--- src/rtl/amrr_consts.svh ---
// How it works
// - Right input stage enable, bit 15, resets off.
// - Bit 14 mutes the right input stage; reset is unmuted.
// - Bit 13 clear applies gain at once; set waits for zero cross.
// - Written gains stay pending until bit 8 written one in either input register.
// - Right gain code bits 7:2, six bits, reset code 010000.
// - Left output mixer enable bit 15, resets off.
// - Left output mixer source bits 12, 11, 2, 1, 0; only bit 11 resets set.
// - Right output mixer enable bit 15, resets off.
// - Right output mixer source bits 12, 11, 3, 1, 0; only bit 12 resets set.
// - Line output A enable bit 15, sources bits 11, 8, 3, 0, all reset clear.
// - Line output B enable bit 15, sources bits 12, 11, 9, 1, 0.
// - Line output B bit 10 lowers that output by 6dB.
// - Left output mixer gain fields 11:9, 7:5, 3:1, reset 000.
// - Path gain code 000 disconnects; 001 is -12dB up to 111 at +6dB.
// - Left input gain register at 50h mirrors right; its apply bit updates both.
`ifndef AMRR_CONSTS_SVH
`define AMRR_CONSTS_SVH

`define AMRR_NUM_REGS 7
`define AMRR_IDX_W 7
`define AMRR_DATA_W 16

// Register indices; byte address is four times the index
`define AMRR_IDX_LEFT_IN 7'h50
`define AMRR_IDX_RIGHT_IN 7'h51
`define AMRR_IDX_LEFT_OMIX 7'h58
`define AMRR_IDX_RIGHT_OMIX 7'h59
`define AMRR_IDX_LINE_A 7'h5c
`define AMRR_IDX_LINE_B 7'h5d
`define AMRR_IDX_LEFT_OGAIN 7'h60

// Storage slots
`define AMRR_SLOT_LEFT_IN 0
`define AMRR_SLOT_RIGHT_IN 1
`define AMRR_SLOT_LEFT_OMIX 2
`define AMRR_SLOT_RIGHT_OMIX 3
`define AMRR_SLOT_LINE_A 4
`define AMRR_SLOT_LINE_B 5
`define AMRR_SLOT_LEFT_OGAIN 6

// Writable bit masks
`define AMRR_MASK_IN 16'he0fc
`define AMRR_MASK_LEFT_OMIX 16'h9807
`define AMRR_MASK_RIGHT_OMIX 16'h980b
`define AMRR_MASK_LINE_A 16'h8909
`define AMRR_MASK_LINE_B 16'h9e03
`define AMRR_MASK_OGAIN 16'h0eee

// Reset values
`define AMRR_RST_IN 16'h0040
`define AMRR_RST_LEFT_OMIX 16'h0800
`define AMRR_RST_RIGHT_OMIX 16'h1000
`define AMRR_RST_ZERO 16'h0000
`define AMRR_RST_GAIN_CODE 6'h10

// Field positions
`define AMRR_B_ON 15
`define AMRR_B_SILENCE 14
`define AMRR_B_ZC 13
`define AMRR_B_APPLY 8
`define AMRR_F_GAIN_HI 7
`define AMRR_F_GAIN_LO 2
`define AMRR_B_RCONV 12
`define AMRR_B_LCONV 11
`define AMRR_B_HALVE 10
`define AMRR_B_RINMIX 9
`define AMRR_B_LINMIX 8
`define AMRR_B_RAUX 3
`define AMRR_B_LINE_B_TO_A 3
`define AMRR_B_LAUX 2
`define AMRR_B_RSTAGE 1
`define AMRR_B_LSTAGE 0
`define AMRR_F_AUXG_HI 11
`define AMRR_F_AUXG_LO 9
`define AMRR_F_RSG_HI 7
`define AMRR_F_RSG_LO 5
`define AMRR_F_LSG_HI 3
`define AMRR_F_LSG_LO 1

`endif

--- src/rtl/amrr_pkg.sv ---
package amrr_pkg;
	typedef enum logic {
		AMRR_ZC_IDLE = 1'b0,
		AMRR_ZC_WAIT = 1'b1
	} amrr_zc_state_type;

	typedef logic [5:0] amrr_gain_code_type;
	typedef logic [2:0] amrr_path_gain_type;
endpackage : amrr_pkg

--- src/rtl/amrr_reg_if.sv ---
`timescale 1ns/100ps
`include "amrr_consts.svh"
interface amrr_reg_if;
	logic wr_stb;
	logic [`AMRR_IDX_W-1:0] index;
	logic [`AMRR_DATA_W-1:0] wdata;
	logic [`AMRR_DATA_W-1:0] rdata;
	logic hit;

	modport port (output wr_stb, output index, output wdata,
		input rdata, input hit);
	modport regs (input wr_stb, input index, input wdata,
		output rdata, output hit);
endinterface : amrr_reg_if

--- src/rtl/amrr_apb_port.sv ---
`timescale 1ns/100ps
`include "amrr_consts.svh"
module amrr_apb_port #(
	parameter int ADDR_W = 12
) (
	input wire logic core_clk,
	input wire logic reset_n,
	input wire logic core_ce,
	input wire logic psel,
	input wire logic penable,
	input wire logic pwrite,
	input wire logic [ADDR_W-1:0] paddr,
	input wire logic [31:0] pwdata,
	output logic pready,
	output logic [31:0] prdata,
	output logic pslverr,
	amrr_reg_if.port rif
);
	logic addr_ok;
	logic err_reg;
	logic ready_reg;
	logic [31:0] rdata_reg;

	// Word aligned, inside the index range
	assign addr_ok = (paddr[1:0] == 2'h0)
		&& (paddr[ADDR_W-1:2] < (ADDR_W-2)'(1 << `AMRR_IDX_W)) && rif.hit;
	assign rif.index = paddr[`AMRR_IDX_W+1:2];
	assign rif.wdata = pwdata[`AMRR_DATA_W-1:0];
	// Answer only after a capture made with the clock enabled
	assign pready = core_ce && psel && penable && ready_reg;
	assign rif.wr_stb = pready && pwrite && addr_ok;
	assign prdata = rdata_reg;
	assign pslverr = pready && err_reg;

	// Read data and error captured in the first enabled cycle of a transfer
	always_ff @(posedge core_clk or negedge reset_n) begin
		if (!reset_n) begin
			rdata_reg <= 32'h0000_0000;
			err_reg <= 1'b0;
		end else if (core_ce && psel && !ready_reg) begin
			rdata_reg <= (!pwrite && addr_ok) ? {16'h0000, rif.rdata} : 32'h0000_0000;
			err_reg <= !addr_ok;
		end
	end

	// Setup with the clock disabled gets one wait state instead of stale data
	always_ff @(posedge core_clk or negedge reset_n) begin
		if (!reset_n) begin
			ready_reg <= 1'b0;
		end else if (core_ce && psel && !ready_reg) begin
			ready_reg <= 1'b1;
		end else if (core_ce && (pready || !psel)) begin
			ready_reg <= 1'b0;
		end
	end
endmodule : amrr_apb_port

--- src/rtl/amrr_gain_stage.sv ---
`timescale 1ns/100ps
`include "amrr_consts.svh"
module amrr_gain_stage (
	input wire logic core_clk,
	input wire logic reset_n,
	input wire logic core_ce,
	input wire logic apply,
	input wire logic zc_mode,
	input wire amrr_pkg::amrr_gain_code_type pending_code,
	input wire logic zero_cross,
	output amrr_pkg::amrr_gain_code_type active_code,
	output logic waiting
);
	amrr_pkg::amrr_zc_state_type state_reg;
	amrr_pkg::amrr_gain_code_type target_reg;
	amrr_pkg::amrr_gain_code_type active_reg;

	assign active_code = active_reg;
	assign waiting = (state_reg == amrr_pkg::AMRR_ZC_WAIT);

	always_ff @(posedge core_clk or negedge reset_n) begin
		if (!reset_n) begin
			target_reg <= `AMRR_RST_GAIN_CODE;
		end else if (core_ce && apply) begin
			target_reg <= pending_code;
		end
	end

	// A new apply in the crossing cycle wins; it restarts the wait only with zero cross mode set
	always_ff @(posedge core_clk or negedge reset_n) begin
		if (!reset_n) begin
			state_reg <= amrr_pkg::AMRR_ZC_IDLE;
		end else if (core_ce) begin
			case (state_reg)
				amrr_pkg::AMRR_ZC_IDLE: begin
					if (apply && zc_mode) begin
						state_reg <= amrr_pkg::AMRR_ZC_WAIT;
					end
				end
				amrr_pkg::AMRR_ZC_WAIT: begin
					if (apply) begin
						state_reg <= zc_mode ? amrr_pkg::AMRR_ZC_WAIT : amrr_pkg::AMRR_ZC_IDLE;
					end else if (zero_cross) begin
						state_reg <= amrr_pkg::AMRR_ZC_IDLE;
					end
				end
				default: begin
					state_reg <= amrr_pkg::AMRR_ZC_IDLE;
				end
			endcase
		end
	end

	always_ff @(posedge core_clk or negedge reset_n) begin
		if (!reset_n) begin
			active_reg <= `AMRR_RST_GAIN_CODE;
		end else if (core_ce) begin
			if (apply && !zc_mode) begin
				active_reg <= pending_code;
			end else if (!apply && waiting && zero_cross) begin
				active_reg <= target_reg;
			end
		end
	end
endmodule : amrr_gain_stage

--- src/rtl/amrr_regs.sv ---
`timescale 1ns/100ps
`include "amrr_consts.svh"
module amrr_regs #(
	parameter int ADDR_W = 12
) (
	input wire logic core_clk,
	input wire logic reset_n,
	input wire logic core_ce,
	// APB slave
	input wire logic psel,
	input wire logic penable,
	input wire logic pwrite,
	input wire logic [ADDR_W-1:0] paddr,
	input wire logic [31:0] pwdata,
	output logic pready,
	output logic [31:0] prdata,
	output logic pslverr,
	// Zero crossing pulses, left then right
	input wire logic left_in_zero_cross,
	input wire logic right_in_zero_cross,
	// Input gain stages
	output logic left_in_stage_on,
	output logic left_in_stage_silence,
	output logic [5:0] left_in_gain_code,
	output logic left_in_gain_waiting,
	output logic right_in_stage_on,
	output logic right_in_stage_silence,
	output logic [5:0] right_in_gain_code,
	output logic right_in_gain_waiting,
	// Left output mixer
	output logic left_outmix_on,
	output logic rconv_to_left_outmix,
	output logic lconv_to_left_outmix,
	output logic left_aux_to_left_outmix,
	output logic rstage_to_left_outmix,
	output logic lstage_to_left_outmix,
	// Right output mixer
	output logic right_outmix_on,
	output logic rconv_to_right_outmix,
	output logic lconv_to_right_outmix,
	output logic right_aux_to_right_outmix,
	output logic rstage_to_right_outmix,
	output logic lstage_to_right_outmix,
	// Line output A
	output logic line_a_on,
	output logic lconv_to_line_a,
	output logic left_inmix_to_line_a,
	output logic line_b_to_line_a,
	output logic left_outmix_to_line_a,
	// Line output B
	output logic line_b_on,
	output logic rconv_to_line_b,
	output logic lconv_to_line_b,
	output logic line_b_halve,
	output logic right_inmix_to_line_b,
	output logic right_outmix_to_line_b,
	output logic left_outmix_to_line_b,
	// Left output mixer path gains
	output logic [2:0] left_aux_path_gain,
	output logic [2:0] rstage_path_gain,
	output logic [2:0] lstage_path_gain
);
	localparam int NREG = `AMRR_NUM_REGS;

	// ---------------------------------------------------------------
	// Register map tables
	// ---------------------------------------------------------------
	localparam logic [`AMRR_IDX_W-1:0] REG_IDX [NREG] = '{
		`AMRR_IDX_LEFT_IN, `AMRR_IDX_RIGHT_IN, `AMRR_IDX_LEFT_OMIX,
		`AMRR_IDX_RIGHT_OMIX, `AMRR_IDX_LINE_A, `AMRR_IDX_LINE_B,
		`AMRR_IDX_LEFT_OGAIN};
	localparam logic [`AMRR_DATA_W-1:0] REG_MASK [NREG] = '{
		`AMRR_MASK_IN, `AMRR_MASK_IN, `AMRR_MASK_LEFT_OMIX,
		`AMRR_MASK_RIGHT_OMIX, `AMRR_MASK_LINE_A, `AMRR_MASK_LINE_B,
		`AMRR_MASK_OGAIN};
	localparam logic [`AMRR_DATA_W-1:0] REG_RST [NREG] = '{
		`AMRR_RST_IN, `AMRR_RST_IN, `AMRR_RST_LEFT_OMIX,
		`AMRR_RST_RIGHT_OMIX, `AMRR_RST_ZERO, `AMRR_RST_ZERO,
		`AMRR_RST_ZERO};

	amrr_reg_if rif ();

	logic [`AMRR_DATA_W-1:0] store_reg [NREG];
	logic [NREG-1:0] sel;
	logic [`AMRR_DATA_W-1:0] rd_mux;
	logic [1:0] apply_bit;
	logic apply_any;
	logic [1:0] zero_cross;
	logic [1:0] zc_mode;
	amrr_pkg::amrr_gain_code_type pending_code [2];
	amrr_pkg::amrr_gain_code_type active_code [2];
	logic [1:0] waiting;

	// ---------------------------------------------------------------
	// Bus port
	// ---------------------------------------------------------------
	amrr_apb_port #(
		.ADDR_W(ADDR_W)
	) u_port (
		.core_clk(core_clk),
		.reset_n(reset_n),
		.core_ce(core_ce),
		.psel(psel),
		.penable(penable),
		.pwrite(pwrite),
		.paddr(paddr),
		.pwdata(pwdata),
		.pready(pready),
		.prdata(prdata),
		.pslverr(pslverr),
		.rif(rif.port)
	);

	// ---------------------------------------------------------------
	// Storage, one word per register
	// ---------------------------------------------------------------
	for (genvar i = 0; i < NREG; i++) begin : g_reg
		assign sel[i] = (rif.index == REG_IDX[i]);

		// Undefined and unsupported bits are masked off
		always_ff @(posedge core_clk or negedge reset_n) begin
			if (!reset_n) begin
				store_reg[i] <= REG_RST[i];
			end else if (core_ce && rif.wr_stb && sel[i]) begin
				store_reg[i] <= rif.wdata & REG_MASK[i];
			end
		end
	end

	assign rif.hit = |sel;

	always_comb begin
		rd_mux = 16'h0000;
		for (int i = 0; i < NREG; i++) begin
			if (sel[i]) begin
				rd_mux = store_reg[i];
			end
		end
	end
	assign rif.rdata = rd_mux;

	// ---------------------------------------------------------------
	// Input gain stages, left slot 0 and right slot 1
	// ---------------------------------------------------------------
	// The apply bit is not stored; it reads back as zero
	assign apply_bit[0] = sel[`AMRR_SLOT_LEFT_IN] && rif.wdata[`AMRR_B_APPLY];
	assign apply_bit[1] = sel[`AMRR_SLOT_RIGHT_IN] && rif.wdata[`AMRR_B_APPLY];
	assign apply_any = rif.wr_stb && (|apply_bit);
	assign zero_cross = {right_in_zero_cross, left_in_zero_cross};

	for (genvar c = 0; c < 2; c++) begin : g_stage
		// Gain and mode from the same write take effect with it
		assign pending_code[c] = (rif.wr_stb && apply_bit[c])
			? rif.wdata[`AMRR_F_GAIN_HI:`AMRR_F_GAIN_LO]
			: store_reg[c][`AMRR_F_GAIN_HI:`AMRR_F_GAIN_LO];
		assign zc_mode[c] = (rif.wr_stb && apply_bit[c])
			? rif.wdata[`AMRR_B_ZC] : store_reg[c][`AMRR_B_ZC];

		amrr_gain_stage u_stage (
			.core_clk(core_clk),
			.reset_n(reset_n),
			.core_ce(core_ce),
			.apply(apply_any),
			.zc_mode(zc_mode[c]),
			.pending_code(pending_code[c]),
			.zero_cross(zero_cross[c]),
			.active_code(active_code[c]),
			.waiting(waiting[c])
		);
	end

	assign left_in_stage_on = store_reg[`AMRR_SLOT_LEFT_IN][`AMRR_B_ON];
	assign left_in_stage_silence = store_reg[`AMRR_SLOT_LEFT_IN][`AMRR_B_SILENCE];
	assign left_in_gain_code = active_code[0];
	assign left_in_gain_waiting = waiting[0];
	assign right_in_stage_on = store_reg[`AMRR_SLOT_RIGHT_IN][`AMRR_B_ON];
	assign right_in_stage_silence = store_reg[`AMRR_SLOT_RIGHT_IN][`AMRR_B_SILENCE];
	assign right_in_gain_code = active_code[1];
	assign right_in_gain_waiting = waiting[1];

	// ---------------------------------------------------------------
	// Output mixers and line outputs
	// ---------------------------------------------------------------
	assign left_outmix_on = store_reg[`AMRR_SLOT_LEFT_OMIX][`AMRR_B_ON];
	assign rconv_to_left_outmix = store_reg[`AMRR_SLOT_LEFT_OMIX][`AMRR_B_RCONV];
	assign lconv_to_left_outmix = store_reg[`AMRR_SLOT_LEFT_OMIX][`AMRR_B_LCONV];
	assign left_aux_to_left_outmix = store_reg[`AMRR_SLOT_LEFT_OMIX][`AMRR_B_LAUX];
	assign rstage_to_left_outmix = store_reg[`AMRR_SLOT_LEFT_OMIX][`AMRR_B_RSTAGE];
	assign lstage_to_left_outmix = store_reg[`AMRR_SLOT_LEFT_OMIX][`AMRR_B_LSTAGE];

	assign right_outmix_on = store_reg[`AMRR_SLOT_RIGHT_OMIX][`AMRR_B_ON];
	assign rconv_to_right_outmix = store_reg[`AMRR_SLOT_RIGHT_OMIX][`AMRR_B_RCONV];
	assign lconv_to_right_outmix = store_reg[`AMRR_SLOT_RIGHT_OMIX][`AMRR_B_LCONV];
	assign right_aux_to_right_outmix = store_reg[`AMRR_SLOT_RIGHT_OMIX][`AMRR_B_RAUX];
	assign rstage_to_right_outmix = store_reg[`AMRR_SLOT_RIGHT_OMIX][`AMRR_B_RSTAGE];
	assign lstage_to_right_outmix = store_reg[`AMRR_SLOT_RIGHT_OMIX][`AMRR_B_LSTAGE];

	assign line_a_on = store_reg[`AMRR_SLOT_LINE_A][`AMRR_B_ON];
	assign lconv_to_line_a = store_reg[`AMRR_SLOT_LINE_A][`AMRR_B_LCONV];
	assign left_inmix_to_line_a = store_reg[`AMRR_SLOT_LINE_A][`AMRR_B_LINMIX];
	assign line_b_to_line_a = store_reg[`AMRR_SLOT_LINE_A][`AMRR_B_LINE_B_TO_A];
	assign left_outmix_to_line_a = store_reg[`AMRR_SLOT_LINE_A][`AMRR_B_LSTAGE];

	assign line_b_on = store_reg[`AMRR_SLOT_LINE_B][`AMRR_B_ON];
	assign rconv_to_line_b = store_reg[`AMRR_SLOT_LINE_B][`AMRR_B_RCONV];
	assign lconv_to_line_b = store_reg[`AMRR_SLOT_LINE_B][`AMRR_B_LCONV];
	assign line_b_halve = store_reg[`AMRR_SLOT_LINE_B][`AMRR_B_HALVE];
	assign right_inmix_to_line_b = store_reg[`AMRR_SLOT_LINE_B][`AMRR_B_RINMIX];
	assign right_outmix_to_line_b = store_reg[`AMRR_SLOT_LINE_B][`AMRR_B_RSTAGE];
	assign left_outmix_to_line_b = store_reg[`AMRR_SLOT_LINE_B][`AMRR_B_LSTAGE];

	// Code 000 disconnects the path downstream
	assign left_aux_path_gain =
		store_reg[`AMRR_SLOT_LEFT_OGAIN][`AMRR_F_AUXG_HI:`AMRR_F_AUXG_LO];
	assign rstage_path_gain =
		store_reg[`AMRR_SLOT_LEFT_OGAIN][`AMRR_F_RSG_HI:`AMRR_F_RSG_LO];
	assign lstage_path_gain =
		store_reg[`AMRR_SLOT_LEFT_OGAIN][`AMRR_F_LSG_HI:`AMRR_F_LSG_LO];
endmodule : amrr_regs

--- config.mk ---
export PLATFORM = sky130hd
export DESIGN_NAME = amrr_regs
export DESIGN_NICKNAME = d
export VERILOG_FILES = /design/src/rtl/amrr_pkg.sv /design/src/rtl/amrr_reg_if.sv /design/src/rtl/amrr_apb_port.sv /design/src/rtl/amrr_gain_stage.sv /design/src/rtl/amrr_regs.sv
export VERILOG_INCLUDE_DIRS = /design/src /design/src/rtl
export SDC_FILE = /design/constraint.sdc
export NUM_CORES = 1
export LEC_CHECK = 0
export BUFFER_PORTS_ARGS = -buffer_cell sky130_fd_sc_hd__buf_2
export CAP_MARGIN = 20
export CORE_MARGIN = 2
export CORE_UTILIZATION = 30
export DETAILED_ROUTE_END_ITERATION = 8
export PLACE_DENSITY = 0.62
export REMOVE_ABC_BUFFERS = 1
export SYNTH_ARGS = -nofsm -noshare
export SYNTH_HDL_FRONTEND = slang
export SYNTH_SLANG_ARGS = --single-unit
--- constraint.sdc ---
create_clock -name core_clk -period 2.1 [get_ports core_clk]
set_clock_uncertainty 0.15 [all_clocks]
set_input_delay 0.42 -clock core_clk [delete_from_list [all_inputs] [get_ports core_clk]]
set_output_delay 0.42 -clock core_clk [all_outputs]
set_load 0.01 [all_outputs]
==> results.json <==
{
  "min_to": "left_in_stage_silence",
  "clockRootBuffer": "clkbuf_16",
  "relSlewSlack": 0.657,
  "status": "finished, final reports clean",
  "worstHoldStart": "pwdata[14]",
  "post-route-drc-count": 0,
  "worst-endpoint-arrival_ns": 2.13,
  "path_clk_slew_ns": 0.07,
  "nets": 667,
  "yosys_most_used_dff": "dfrtp_1",
  "drive_gt1_frac": 0.495,
  "ant_nets": 0,
  "cp_slowest_cell": "or4_4",
  "timing.fmax_ghz": 0.487,
  "final_util": 0.420,
  "async_flop_share": 1.00,
  "fin_crit_ns": 2.05,
  "min_path_cells": 2,
  "ir_worst_vdd_v": 0.000497,
  "first_global_vias": 4268,
  "globalRoute.totalOverflow": 0,
  "gp_congestion": 0.804,
  "syn_area_per_cell_um2": 11.0,
  "r2r_end": "g_stage[1].u_stage.active_code[1]",
  "clock_path_buffers": 2,
  "r2r_slack_ns": 0.05,
  "initial_core_util": 0.305,
  "worst_slew_pin_slew_ns": 0.515,
  "synthCells": 437,
  "hold_slack_ns": 0.169,
  "fill_cells": 1574,
  "period_share": 0.977,
  "place_ws_ns": -0.428,
  "worstSetupPathType": "reg2reg",
  "num_rows": 46,
  "diodes": 0,
  "synth-edff-count": 0,
  "cts_tree": "built",
  "cp_max_fo": 7,
  "die_x_um": 131,
  "r2r_start": "u_port.ready_reg",
  "ys_ff_latch": 95,
  "grt_max_degree": 36,
  "cap_violations": 0,
  "design_area_mm2": 0.00662,
  "start_kind": "flip-flop",
  "h-tree-depth": 3,
  "cts_buffers": 9,
  "grtUsageTotal": 0.173,
  "slew_violations": 0,
  "routed_wl_um": 14200,
  "first_iter_violations": 226,
  "cp_cell_sequence": "and4_4 -> nand4_4 -> or4_4 -> buf_4 -> a211oi_2 -> o21ai_0",
  "cp.required_ns": 2.18,
  "yosysTopAreaCellShare": 0.452,
  "antenna_found_initial": 0,
  "place_area_mm2": 0.00614,
  "ys_seq_area_frac": 0.496,
  "largest_reg_flops": 16,
  "rsz0062_at_grt": "yes",
  "hp-class": "in2reg",
  "finalSetupViolations": 0,
  "ff2ff_path_depth": 6,
  "port_buffers": 104,
  "clock_latency_ns": 0.35,
  "hpwl_um": 10900,
  "die_area_mm2": 0.0171,
  "cts_sinks": 95,
  "max_stage_delay_ns": 0.54,
  "wl_per_cell_um": 16.9,
  "dr.pass1.iters": 4,
  "end_kind": "flip-flop",
  "ys_types": 54,
  "synth.largest_area_cell": "dfrtp_1",
  "syn2layout_area_growth_pct": 37.5,
  "postLayoutSetupSlackWorst_ns": 0.0485,
  "power_density_mw_per_mm2": 592,
  "leakagePower_nw": 3.26,
  "vias": 4098,
  "io_pins": 137,
  "hold_viol_final": 0,
  "grt_pass1_wl_um": 22700,
  "ys_warn_count": 0,
  "core-area_mm2": 0.0158,
  "tns_ns": 0,
  "dieHeight_um": 131,
  "post_drt_via_cell_ratio": 4.90,
  "synth_area_leaders": "dfrtp_1, mux2_2, dfstp_2",
  "syn-cell-area_mm2": 0.00481
}
[power by group]
part / total [mW] / switching (mW) / internal (mW)
Clock: 1.81 / 0.727 / 1.08
Sequential: 1.84 / 0.00420 / 1.84
Combinational: 0.270 / 0.164 / 0.105
Total: 3.92 / 0.895 / 3.02
[worst max path at each step]
| stage | start | slack, ns | to |
|---|---|---|---|
| after detailed placement | paddr[2] | -0.43 | u_port.prdata[11] |
| after global routing | u_port.ready_reg | -0.08 | g_stage[0].u_stage.active_code[5] |
| after CTS | u_port.ready_reg | 0.008 | g_stage[1].u_stage.active_code[3] |
| after floorplan | paddr[1] | -0.18 | g_stage[0].u_stage.active_code[5] |
| final | u_port.ready_reg | 0.05 | g_stage[1].u_stage.active_code[1] |
| after global placement | paddr[2] | -0.32 | u_port.prdata[11] |
[cell usage after synthesis, types with 9 or more instances]
cell / number
dfrtp_1: 87
mux2_2: 55
nand2_1: 38
o21ai_0: 36
buf_4: 27
a21oi_1: 18
nor2_1: 17
nand3_1: 12
mux2i_1: 10
clkbuf_1: 9
nor3_1: 9
[area by class of cell]
type	count	area [um^2]	area share
Inverter	3	11.3	0.00170
Multi-Input combinational cell	309	2300	0.347
Timing Repair Buffer	197	1320	0.200
Clock inverter	6	93.8	0.0142
Tap cell	216	270	0.0408
Clock buffer	10	239	0.0361
Sequential cell	95	2390	0.361
[metrics by stage]
stage	cells	total power, mW
floorplan	407	1.94
detailed placement	817	2.13
CTS	834	3.94
finish	836	3.92
global route	836	4.05
global placement	817	2.12
[worst max-delay path, delay by kind of cell, from the launching register on]
family	cells	cell delay (ns)
buffers and inverters	1	0.20
and+or+nand+nor	3	0.92
AOI/OAI and AO/OA	2	0.29
DFF	1	0.37
[what timing repair did]
action | 4_1_cts | 5_1_grt
gates resized for setup | 7 | 19
pin swaps | 0 | 3
hold buffers | 1 | 0
cloned | 0 | 0
buffers inserted | 0 | 2
endpoints found under the setup margin | 13 | 27
endpoints found under the hold margin | 31 | 0
[placed cells by master, fill, tap and decap left out, drive strengths merged, types with 7 or more instances in the layout]
| master | count |
|---|---|
| o21ai | 36 |
| nand3 | 12 |
| conb | 16 |
| dfrtp | 87 |
| mux2 | 55 |
| nand2 | 38 |
| buf | 196 |
| nor2 | 17 |
| nand2b | 7 |
| a21oi | 18 |
| clkbuf | 10 |
| nor3 | 10 |
| a211oi | 8 |
| mux2i | 10 |
| dfstp | 8 |
| nor4 | 11 |
[layer usage]
metal,wire (um),track usage,vias to the layer above
li1,-,-,1917
met1,5910,0.215,2054
met2,7140,0.300,110
met3,893,0.0505,17
met4,205,0.0357,0
met5,0,0,-
[kinds of logic (layout without fill, tap and decap cells)]
logic type | count (synthesis) | in the layout | synth area share
AND/OR/NAND/NOR | 128 | 128 | 0.150
flip-flops | 95 | 95 | 0.496
buffers and inverters | 48 | 216 | 0.0616
multiplexers | 65 | 65 | 0.149
other | 1 | 16 | 0.000779
AO/OA/AOI/OAI | 100 | 100 | 0.142
Power figures use the tool's default switching activity.
